`config.mk`:
```
export PLATFORM = sky130hd
export DESIGN_NAME = run_command_source_select
export DESIGN_NICKNAME = d
export VERILOG_FILES = /design/src/rtl/run_src_pkg.sv /design/src/rtl/run_command_source_select.sv
export SDC_FILE = /design/constraint.sdc
export NUM_CORES = 1
export LEC_CHECK = 0
export BUFFER_PORTS_ARGS = -buffer_cell sky130_fd_sc_hd__buf_4
export CAP_MARGIN = 20
export CORE_UTILIZATION = 30
export DETAILED_ROUTE_END_ITERATION = 8
export SLEW_MARGIN = 20
export SYNTH_ARGS = -nofsm -noshare
export SYNTH_HDL_FRONTEND = slang
export SYNTH_SLANG_ARGS = --single-unit
```
`constraint.sdc`:
```
create_clock -name ref_clk_i -period 3.4 [get_ports ref_clk_i]
set_input_delay 0.34 -clock ref_clk_i [delete_from_list [all_inputs] [get_ports ref_clk_i]]
set_output_delay 0.34 -clock ref_clk_i [all_outputs]
set_load 0.05 [all_outputs]
```
`src/rtl/run_src_pkg.sv`:
```
// Package of constants for the run command source selector
package run_src_pkg;
   // Run source selection codes
   localparam logic [7:0] SRC_TERMINAL   = 8'h01;
   localparam logic [7:0] SRC_KEYPAD     = 8'h02;
   // Keypad direction codes
   localparam logic [7:0] KDIR_FORWARD   = 8'h00;
   localparam logic [7:0] KDIR_REVERSE   = 8'h01;
   // Input terminal function codes
   localparam logic [7:0] FN_FORWARD     = 8'h00;
   localparam logic [7:0] FN_REVERSE     = 8'h01;
   localparam logic [7:0] FN_FORCE_KEY   = 8'h33;
   localparam logic [7:0] FN_FORCE_TERM  = 8'h34;
   localparam logic [7:0] FN_MOTOR2      = 8'h08;
   localparam logic [7:0] FN_START3      = 8'h14;
   localparam logic [7:0] FN_STOP3       = 8'h15;
   localparam logic [7:0] FN_DIR3        = 8'h16;
   localparam logic [7:0] FN_NONE        = 8'hff;
   // Output terminal function code for keypad run enabled
   localparam logic [7:0] OFN_KEYPAD_RUN = 8'h3b;
   // Reset values of the terminal assignment
   localparam logic [7:0] RST_TERM1_FN   = FN_FORWARD;
   localparam logic [7:0] RST_TERM2_FN   = FN_REVERSE;
   localparam logic [7:0] RST_OTHER_FN   = FN_NONE;
   localparam int         NUM_TERMINALS  = 7;
endpackage

```
`src/rtl/run_command_source_select.sv`:
```
// Run command source selection: keypad or terminals, force inputs, three-wire
`timescale 1ns/1ps
// Overview of operation
// - Selection 01 takes run commands from terminals, forward/reverse or three-wire.
// - Selection 02 starts on keypad run key, stops on stop key.
// - When stop-three-wire is assigned, forward/reverse inputs are ignored.
// - Force-keypad or force-terminal inputs override the source selection.
// - Keypad run direction 00 forward, 01 reverse.
// - Output function 59 asserts while the keypad run key may start.
// - Driving starts only with both run command and valid frequency.
// - Forward and reverse both active means stop.
// - Forward alone forward, reverse alone reverse, neither stop.
// - Three-wire: start edge with stop active runs; stop inactive stops.
// - Factory default: terminal 1 forward, terminal 2 reverse.
// - Each terminal carries its assigned function; unassigned functions inactive.
// - Each terminal has its own normally-open or normally-closed polarity, except a three-wire stop terminal, always normally closed.
// - Selection 01 enables sequence program run variables.
// - Second selection copy applies while second-motor input is active.
module run_command_source_select #(
   parameter int N = run_src_pkg::NUM_TERMINALS
) (
   // Clock and reset
   input  wire logic         ref_clk_i,
   input  wire logic         sys_rst_i,
   // Terminal pins, asynchronous
   input  wire logic [N-1:0] term_pin_i,
   // Keypad keys, asynchronous
   input  wire logic         key_run_i,
   input  wire logic         key_stop_i,
   // Configuration
   input  wire logic         factory_load_i,
   input  wire logic         assign_we_i,
   input  wire logic [2:0]   assign_idx_i,
   input  wire logic [7:0]   assign_fn_i,
   input  wire logic [N-1:0] input_active_polarity_i,
   input  wire logic [7:0]   run_source_select_i,
   input  wire logic [7:0]   run_source_select2_i,
   input  wire logic [7:0]   keypad_run_direction_i,
   input  wire logic [7:0]   output_function_assign_i,
   // Sequence program variables
   input  wire logic         seq_forward_i,
   input  wire logic         seq_reverse_i,
   input  wire logic         seq_start_i,
   input  wire logic         seq_stop_i,
   input  wire logic         seq_dir_i,
   // Frequency command
   input  wire logic         freq_valid_i,
   // Results
   output logic              run_cmd_o,
   output logic              reverse_o,
   output logic              drive_o,
   output logic              seq_enable_o,
   output logic              keypad_src_o,
   output logic              out_terminal_o
);

   // Two-stage synchronisers for pins and keys
   // No reset here: the reset hold of two edges flushes both stages
   logic [N+1:0] sync1;
   logic [N+1:0] sync2;
   always_ff @(posedge ref_clk_i) begin
      sync1 <= {key_stop_i, key_run_i, term_pin_i};
      sync2 <= sync1;
   end

   // Terminal assignment table, in flip-flops; packed so the decode functions
   // can take the whole table as one argument
   logic [N-1:0][7:0] input_function_assign;
   always_ff @(posedge ref_clk_i) begin
      for (int i = 0; i < N; i++) begin
         if (sys_rst_i || factory_load_i) begin
            input_function_assign[i] <= (i == 0) ? run_src_pkg::RST_TERM1_FN :
                                        (i == 1) ? run_src_pkg::RST_TERM2_FN :
                                                   run_src_pkg::RST_OTHER_FN;
         end else if (assign_we_i && (32'(assign_idx_i) == i)) begin
            input_function_assign[i] <= assign_fn_i;
         end
      end
   end

   // Polarity per terminal; three-wire stop is always normally closed
   // A broken stop wire therefore reads as stop, the safe state
   logic [N-1:0] term_level;
   logic [N-1:0] term_raw;
   assign term_raw = sync2[N-1:0];
   always_comb begin
      for (int i = 0; i < N; i++) begin
         if (input_function_assign[i] == run_src_pkg::FN_STOP3) begin
            term_level[i] = term_raw[i];
         end else begin
            term_level[i] = term_raw[i] ^ input_active_polarity_i[i];
         end
      end
   end

   // Per-terminal match of one function code; the table travels as an argument
   // so that every decode follows a change of assignment at once
   function automatic logic [N-1:0] fn_match(input logic [N-1:0][7:0] tab,
                                             input logic [7:0]          code);
      logic [N-1:0] m;
      m = '0;
      for (int i = 0; i < N; i++) begin
         m[i] = (tab[i] == code);
      end
      return m;
   endfunction
   // A function is on when any terminal carrying it is at its active level
   function automatic logic fn_active(input logic [N-1:0][7:0] tab,
                                      input logic [N-1:0]      lvl,
                                      input logic [7:0]        code);
      return |(fn_match(tab, code) & lvl);
   endfunction

   // Decoded functions
   wire f_fw    = fn_active(input_function_assign, term_level, run_src_pkg::FN_FORWARD);
   wire f_rv    = fn_active(input_function_assign, term_level, run_src_pkg::FN_REVERSE);
   wire f_sta   = fn_active(input_function_assign, term_level, run_src_pkg::FN_START3);
   wire f_stp   = fn_active(input_function_assign, term_level, run_src_pkg::FN_STOP3);
   wire f_fr    = fn_active(input_function_assign, term_level, run_src_pkg::FN_DIR3);
   wire f_fkey  = fn_active(input_function_assign, term_level, run_src_pkg::FN_FORCE_KEY);
   wire f_fterm = fn_active(input_function_assign, term_level, run_src_pkg::FN_FORCE_TERM);
   wire f_mot2  = fn_active(input_function_assign, term_level, run_src_pkg::FN_MOTOR2);
   wire stp_asg = |fn_match(input_function_assign, run_src_pkg::FN_STOP3);

   // Effective source; force keypad wins if both forces are on
   // Neither force and an unmapped selection gives no source at all
   wire [7:0] sel_code  = f_mot2 ? run_source_select2_i : run_source_select_i;
   wire       src_key   = f_fkey ||
                          (!f_fterm && sel_code == run_src_pkg::SRC_KEYPAD);
   wire       src_term  = !f_fkey &&
                          (f_fterm || sel_code == run_src_pkg::SRC_TERMINAL);
   wire       seq_on    = (sel_code == run_src_pkg::SRC_TERMINAL);

   // Forward/reverse decode, terminal or sequence variables
   // Sequence variables join by OR, so either side can command a run
   wire fw_any  = f_fw || (seq_on && seq_forward_i);
   wire rv_any  = f_rv || (seq_on && seq_reverse_i);
   wire fr_run  = fw_any ^ rv_any;
   wire fr_rev  = rv_any && !fw_any;

   // Three-wire decode; stop uses level, start uses rising edge
   // The edge detector clears low, the idle level of a start push button
   wire sta_any = f_sta || (seq_on && seq_start_i);
   wire stp_any = f_stp || (seq_on && seq_stop_i);
   wire dir_any = f_fr || (seq_on && seq_dir_i);
   logic sta_prev;
   logic tw_run;
   wire  sta_rise = sta_any && !sta_prev;
   wire  three_wire = stp_asg;
   wire  next_tw_run = !stp_any ? 1'b0 :
                       (sta_rise ? 1'b1 : tw_run);

   // Keypad latch: run key starts, stop key stops (stop wins)
   // Latched because both keys are momentary; stop wins for safety
   wire  k_run  = sync2[N];
   wire  k_stop = sync2[N+1];
   logic key_run_lat;
   wire  next_key_run = k_stop ? 1'b0 : (k_run ? 1'b1 : key_run_lat);
   wire  key_rev = (keypad_run_direction_i == run_src_pkg::KDIR_REVERSE);

   // Command selection; the inactive source is not consulted
   // Direction stands even while stopped; only run_cmd_o starts the motor
   wire term_run = three_wire ? tw_run : fr_run;
   wire term_rev = three_wire ? dir_any : fr_rev;
   wire next_run = src_key ? key_run_lat : (src_term ? term_run : 1'b0);
   wire next_rev = src_key ? key_rev : (src_term && term_rev);

   // Three-wire and keypad state; run flags cleared when their source is not chosen, start edge history always tracked
   always_ff @(posedge ref_clk_i) begin
      if (sys_rst_i) begin
         sta_prev    <= 1'b0;
         tw_run      <= 1'b0;
         key_run_lat <= 1'b0;
      end else begin
         sta_prev    <= sta_any;
         tw_run      <= src_term && three_wire && next_tw_run;
         key_run_lat <= src_key && next_key_run;
      end
   end

   // Registered outputs
   // Registered so no pin glitches while the decode settles
   always_ff @(posedge ref_clk_i) begin
      if (sys_rst_i) begin
         run_cmd_o      <= 1'b0;
         reverse_o      <= 1'b0;
         drive_o        <= 1'b0;
         seq_enable_o   <= 1'b0;
         keypad_src_o   <= 1'b0;
         out_terminal_o <= 1'b0;
      end else begin
         run_cmd_o      <= next_run;
         reverse_o      <= next_rev;
         drive_o        <= next_run && freq_valid_i;
         seq_enable_o   <= seq_on;
         keypad_src_o   <= src_key;
         out_terminal_o <= src_key &&
                           (output_function_assign_i == run_src_pkg::OFN_KEYPAD_RUN);
      end
   end

   // Checks
   a_drive_needs_freq: assert property (@(posedge ref_clk_i) disable iff (sys_rst_i)
      drive_o |-> $past(freq_valid_i) && run_cmd_o) else $error("drive without frequency");
   a_both_dir_stop: assert property (@(posedge ref_clk_i) disable iff (sys_rst_i)
      (src_term && !three_wire && fw_any && rv_any) |=> !run_cmd_o)
      else $error("both directions did not stop");
   a_fw_alone_runs: assert property (@(posedge ref_clk_i) disable iff (sys_rst_i)
      (src_term && !three_wire && fw_any && !rv_any) |=> run_cmd_o && !reverse_o)
      else $error("forward alone did not run forward");
   a_key_dir: assert property (@(posedge ref_clk_i) disable iff (sys_rst_i)
      (src_key && key_rev) |=> reverse_o) else $error("keypad direction wrong");
   a_key_ignored: assert property (@(posedge ref_clk_i) disable iff (sys_rst_i)
      (!src_key && !src_term) |=> !run_cmd_o) else $error("run without source");
   a_stop_three: assert property (@(posedge ref_clk_i) disable iff (sys_rst_i)
      (src_term && three_wire && !stp_any) |=> !tw_run) else $error("three-wire stop lost");
   a_force_key: assert property (@(posedge ref_clk_i) disable iff (sys_rst_i)
      f_fkey |=> keypad_src_o) else $error("force keypad ignored");
   a_out_term: assert property (@(posedge ref_clk_i) disable iff (sys_rst_i)
      out_terminal_o |-> keypad_src_o) else $error("output terminal without keypad source");
   a_seq_enable: assert property (@(posedge ref_clk_i) disable iff (sys_rst_i)
      !$past(sys_rst_i) |-> seq_enable_o == $past(sel_code == run_src_pkg::SRC_TERMINAL))
      else $error("sequence enable wrong");

   // Source selection and overrides
   a_term_source: assert property (@(posedge ref_clk_i) disable iff (sys_rst_i)
      (!f_fkey && !f_fterm && sel_code == run_src_pkg::SRC_TERMINAL) |=> !keypad_src_o)
      else $error("terminal selection not taken");
   a_key_source: assert property (@(posedge ref_clk_i) disable iff (sys_rst_i)
      (!f_fkey && !f_fterm && sel_code == run_src_pkg::SRC_KEYPAD) |=> keypad_src_o)
      else $error("keypad selection not taken");
   a_force_term: assert property (@(posedge ref_clk_i) disable iff (sys_rst_i)
      (f_fterm && !f_fkey) |=> !keypad_src_o)
      else $error("force terminal ignored");
   a_second_copy: assert property (@(posedge ref_clk_i) disable iff (sys_rst_i)
      (f_mot2 && !f_fkey && !f_fterm &&
       run_source_select2_i == run_src_pkg::SRC_KEYPAD) |=> keypad_src_o)
      else $error("second selection copy ignored");
   a_first_copy: assert property (@(posedge ref_clk_i) disable iff (sys_rst_i)
      (!f_mot2 && !f_fkey && !f_fterm &&
       run_source_select_i == run_src_pkg::SRC_TERMINAL) |=> !keypad_src_o)
      else $error("first selection copy ignored");

   // Forward/reverse and three-wire decode
   a_rv_alone_rev: assert property (@(posedge ref_clk_i) disable iff (sys_rst_i)
      (src_term && !three_wire && rv_any && !fw_any) |=> run_cmd_o && reverse_o)
      else $error("reverse alone did not run reverse");
   a_neither_stop: assert property (@(posedge ref_clk_i) disable iff (sys_rst_i)
      (src_term && !three_wire && !fw_any && !rv_any) |=> !run_cmd_o)
      else $error("no direction did not stop");
   a_fw_ignored: assert property (@(posedge ref_clk_i) disable iff (sys_rst_i)
      (src_term && three_wire && !tw_run) |=> !run_cmd_o)
      else $error("forward/reverse not ignored in three-wire");
   a_three_start: assert property (@(posedge ref_clk_i) disable iff (sys_rst_i)
      (src_term && three_wire && stp_any && sta_rise) |=> tw_run)
      else $error("three-wire start lost");
   a_three_hold: assert property (@(posedge ref_clk_i) disable iff (sys_rst_i)
      (src_term && three_wire && stp_any && tw_run) |=> tw_run)
      else $error("three-wire run dropped");
   a_three_dir: assert property (@(posedge ref_clk_i) disable iff (sys_rst_i)
      (src_term && three_wire && tw_run && dir_any) |=> run_cmd_o && reverse_o)
      else $error("three-wire direction wrong");

   // Keypad latch and direction
   a_key_start: assert property (@(posedge ref_clk_i) disable iff (sys_rst_i)
      (src_key && k_run && !k_stop) |=> key_run_lat)
      else $error("keypad run key lost");
   a_key_stop: assert property (@(posedge ref_clk_i) disable iff (sys_rst_i)
      (src_key && k_stop) |=> !key_run_lat)
      else $error("keypad stop key lost");
   a_key_fwd: assert property (@(posedge ref_clk_i) disable iff (sys_rst_i)
      (src_key && keypad_run_direction_i == run_src_pkg::KDIR_FORWARD) |=> !reverse_o)
      else $error("keypad forward direction wrong");
   a_term_ignores_key: assert property (@(posedge ref_clk_i) disable iff (sys_rst_i)
      !src_key |=> !key_run_lat)
      else $error("keypad latch held off its source");

   // Drive permission, defaults and sequence enable
   a_no_freq_drive: assert property (@(posedge ref_clk_i) disable iff (sys_rst_i)
      !freq_valid_i |=> !drive_o)
      else $error("drive without valid frequency");
   a_drive_follows: assert property (@(posedge ref_clk_i) disable iff (sys_rst_i)
      (next_run && freq_valid_i) |=> drive_o)
      else $error("drive missing with run and frequency");
   a_no_src_drive: assert property (@(posedge ref_clk_i) disable iff (sys_rst_i)
      (!src_key && !src_term) |=> !drive_o)
      else $error("drive without source");
   a_factory_map: assert property (@(posedge ref_clk_i) disable iff (sys_rst_i)
      factory_load_i |=> input_function_assign[0] == run_src_pkg::FN_FORWARD &&
                         input_function_assign[1] == run_src_pkg::FN_REVERSE)
      else $error("factory assignment wrong");
   a_out_term_on: assert property (@(posedge ref_clk_i) disable iff (sys_rst_i)
      (src_key && output_function_assign_i == run_src_pkg::OFN_KEYPAD_RUN) |=> out_terminal_o)
      else $error("output terminal missing");
   a_seq_off: assert property (@(posedge ref_clk_i) disable iff (sys_rst_i)
      (sel_code != run_src_pkg::SRC_TERMINAL) |=> !seq_enable_o)
      else $error("sequence enabled off terminal selection");

   // Coverage of the main scenarios
   c_key_run: cover property (@(posedge ref_clk_i) disable iff (sys_rst_i)
      keypad_src_o && run_cmd_o);
   c_three_wire_run: cover property (@(posedge ref_clk_i) disable iff (sys_rst_i)
      three_wire && tw_run);
   c_reverse_drive: cover property (@(posedge ref_clk_i) disable iff (sys_rst_i)
      drive_o && reverse_o);
   c_force_terminal: cover property (@(posedge ref_clk_i) disable iff (sys_rst_i)
      f_fterm && !keypad_src_o);
   c_second_motor: cover property (@(posedge ref_clk_i) disable iff (sys_rst_i)
      f_mot2 && keypad_src_o);

endmodule

```
==> results by group <==
Run status
  – Status: completed

Logic synthesis
  – Post-synth EDFFs: 0
  – Synth Net Count: 577
  – Synth unique cells: 52
  – Cell Area, Synth: 3980 µm²
  – Ys Warns: 0
  – Seq/Total Area, Yosys: 41.8%
  – FFs w/ async S/R, synth: 0%
  – Top FF cell, synth: dfxtp_1
  – Yosys reg bits: 83
  – Syn avg cell area: 7.84 µm²
  – Cells after synthesis: 507

Setup path
  – CP max FO: 10
  – Critical path type: reg2reg
  – Startpoint types: register
  – CP required: 3650 ps
  – CP Capture Type: register
  – Data arrival time of the critical path: 3290 ps

Floorplan
  – Die Ht: 117 µm
  – Die ar.: 13700 µm²
  – Initial Util: 31.1%
  – Core Rows: 41
  – Core area: 12800 µm²
  – # IOs: 75
  – Die Span X: 117 µm

STA
  – Final Setup Violations: 0
  – Fin crit share: 89.5%
  – Pins Over Slew Limit: 0
  – Tmin final: 3040 ps
  – Clk_skew: 5.07 ps
  – Fmax: 329 MHz
  – Rel. slew slack: 35.2%
  – Least-Margin Pin Slew: 969 ps
  – Fin. Hold Viols: 0
  – RSZ-0062 raised after global routing: false
  – TNS Setup: 0 ps

Finish
  – Regs by FF count: input_function_assign: 56 flops, sync1: 9 flops, sync2: 9 flops
  – Commonest non-fill, non-tap cell in the layout: nand2_1
  – Number of flip-flops under the largest register name: 56
  – Area Overhead vs Synth: 26.1%
  – Most frequent cells in the layout: nand2_1 (128), dfxtp_1 (83), buf_4 (74)
  – Biggest register: input_function_assign
  – Nets@finish: 650
  – Layout cells sized above 1: 16.4%
  – Inserted Diodes: 0

Clock tree
  – H-tree Lvls: 3
  – Clock Tree Buf Depth: 2
  – Clock net sink count: 83
  – Post-CTS sizing: 0
  – CTS Hold Bufs: 0
  – Post-CTS Setup Bufs: 0
  – CTS tree: done
  – CTS buffer count: 9
  – Clock Latency Late Sink: 350 ps
  – Root Buffer: clkbuf_16
  – Clock transition at path regs: 60 ps

Run
  – Max-cap violations: 0

Drt
  – Remaining DRCs: 0
  – Vias/cell: 5.35
  – Met3 wire length: 1.22 mm
  – Max Used Layer: met4
  – Vias: 4047
  – 1st-iter DRT viols: 375
  – Drt pass-1 iters: 5
  – Routed len/inst: 16.7 µm
  – Total wire length: 12.6 mm
  – Metal-1 WL: 5.66 mm
  – Length of routed met2 wiring: 5.55 mm
  – ANT nets after route: 0

Pwr
  – Total power: 2220 µW
  – Worst VDD drop: 0.000247 V
  – Cell area power density: 442 nW/µm²
  – Pleak: 0.00204 µW

GRT
  – Number of global-route vias before repair: 3756
  – Antenna violations before repair: 0
  – First-pass GRT wire length: 19.3 mm
  – Grt ovf: 0
  – Largest net degree at the start of global routing: 42
  – Total Routing Usage GR: 19.3%

Placement
  – DP HPWL: 9.45 mm
  – Number of port buffers: 74
  – Placer congestion estimate: 0.943

Min path
  – Hold Path Class: in2reg
worst max-delay path, cell delays in order (launching register included):
cell      delay (ps)
dfxtp_1          540
nor2b_1           90
nand4_1          130
nand4_1          110
nor4_2           560
mux2i_1          540
a21oi_1          170
ha_1             300
mux2i_1          140
o211ai_1         130
a311oi_1         240
where the power goes:
| part | internal (µW) | switching, µW |
|---|---|---|
| clock | 637 | 386 |
| combinational | 86.3 | 97.4 |
| sequential | 993 | 17.4 |
cells in the mapped netlist, types with 3 or more instances:
library cell / instances / area, µm²
nor4bb_1: 3 / 30.0
nand4_1: 9 / 56.3
nor2b_1: 10 / 62.6
nand4b_1: 10 / 87.6
mux2i_1: 3 / 30.0
and3_1: 5 / 31.3
a21oi_1: 23 / 115
inv_1: 7 / 26.3
xor2_1: 9 / 78.8
clkbuf_1: 11 / 41.3
o211ai_1: 4 / 30.0
nor4_1: 13 / 81.3
nor3b_1: 6 / 45.0
and4b_1: 5 / 50.1
a211oi_1: 3 / 22.5
nand3b_1: 6 / 45.0
or4_1: 4 / 30.0
and3b_1: 3 / 26.3
o22ai_1: 3 / 18.8
a31oi_1: 3 / 18.8
nand2b_1: 5 / 31.3
dfxtp_1: 83 / 1660
nor2_1: 33 / 124
and4_1: 3 / 26.3
nor4b_1: 3 / 26.3
xnor2_1: 3 / 26.3
nand3_1: 58 / 290
nor3_1: 17 / 85.1
nand2_1: 128 / 480
a22oi_1: 4 / 30.0
layer usage:
layer	global-route usage [%]	vias up
met5	0	-
met4	6.16	0
met3	6.08	18
met2	31.2	210
met1	24.4	1845
li1	-	1974
stage by stage:
stage | cells | utilization, % | worst slack (ps) | area (µm²) | hold slack (ps)
2_1_floorplan | 507 | - | 927 | 3980 | 310
3_3_place_gp | 741 | 36.9 | 475 | 4710 | 313
3_5_place_dp | 741 | 36.9 | 328 | 4710 | 312
4_1_cts | 756 | 39.3 | 409 | 5020 | 84.2
5_1_grt | 756 | 39.3 | 2.94 | 5020 | 77.8
6_report | 756 | 39.3 | 358 | 5020 | 94.4
area by class of cell:
class,instances,area (µm²)
timing repair buffer,74,556
fill,1292,7760
inverter,7,26.3
multi-input combinational,405,2250
tap,172,215
clock inverter,5,78.8
clock buffer,10,229
sequential,83,1660
path summary, 6_finish.rpt:
kind,from,end,slack (ps),cells after the start
hold reg to reg,sync1[6]$_DFF_P_,sync2[6]$_DFF_P_,320,0
setup reg to reg,input_function_assign[24]$_SDFFE_PP1P_,drive_o$_SDFF_PP0_,360,10
hold / removal,term_pin_i[2],sync1[2]$_DFF_P_,90,1
setup / recovery,input_function_assign[24]$_SDFFE_PP1P_,drive_o$_SDFF_PP0_,360,10
kinds of logic after synthesis:
family | count (synthesis) | synth area share, %
XOR/XNOR | 12 | 2.64
AO/OA/AOI/OAI | 55 | 9.25
adder cells (fa/ha/maj) | 1 | 0.315
AND/OR/NAND/NOR | 333 | 43.1
buffers and inverters | 19 | 1.83
flip-flops | 83 | 41.8
multiplexers | 4 | 1.04
(Power assumes the default switching activity.)
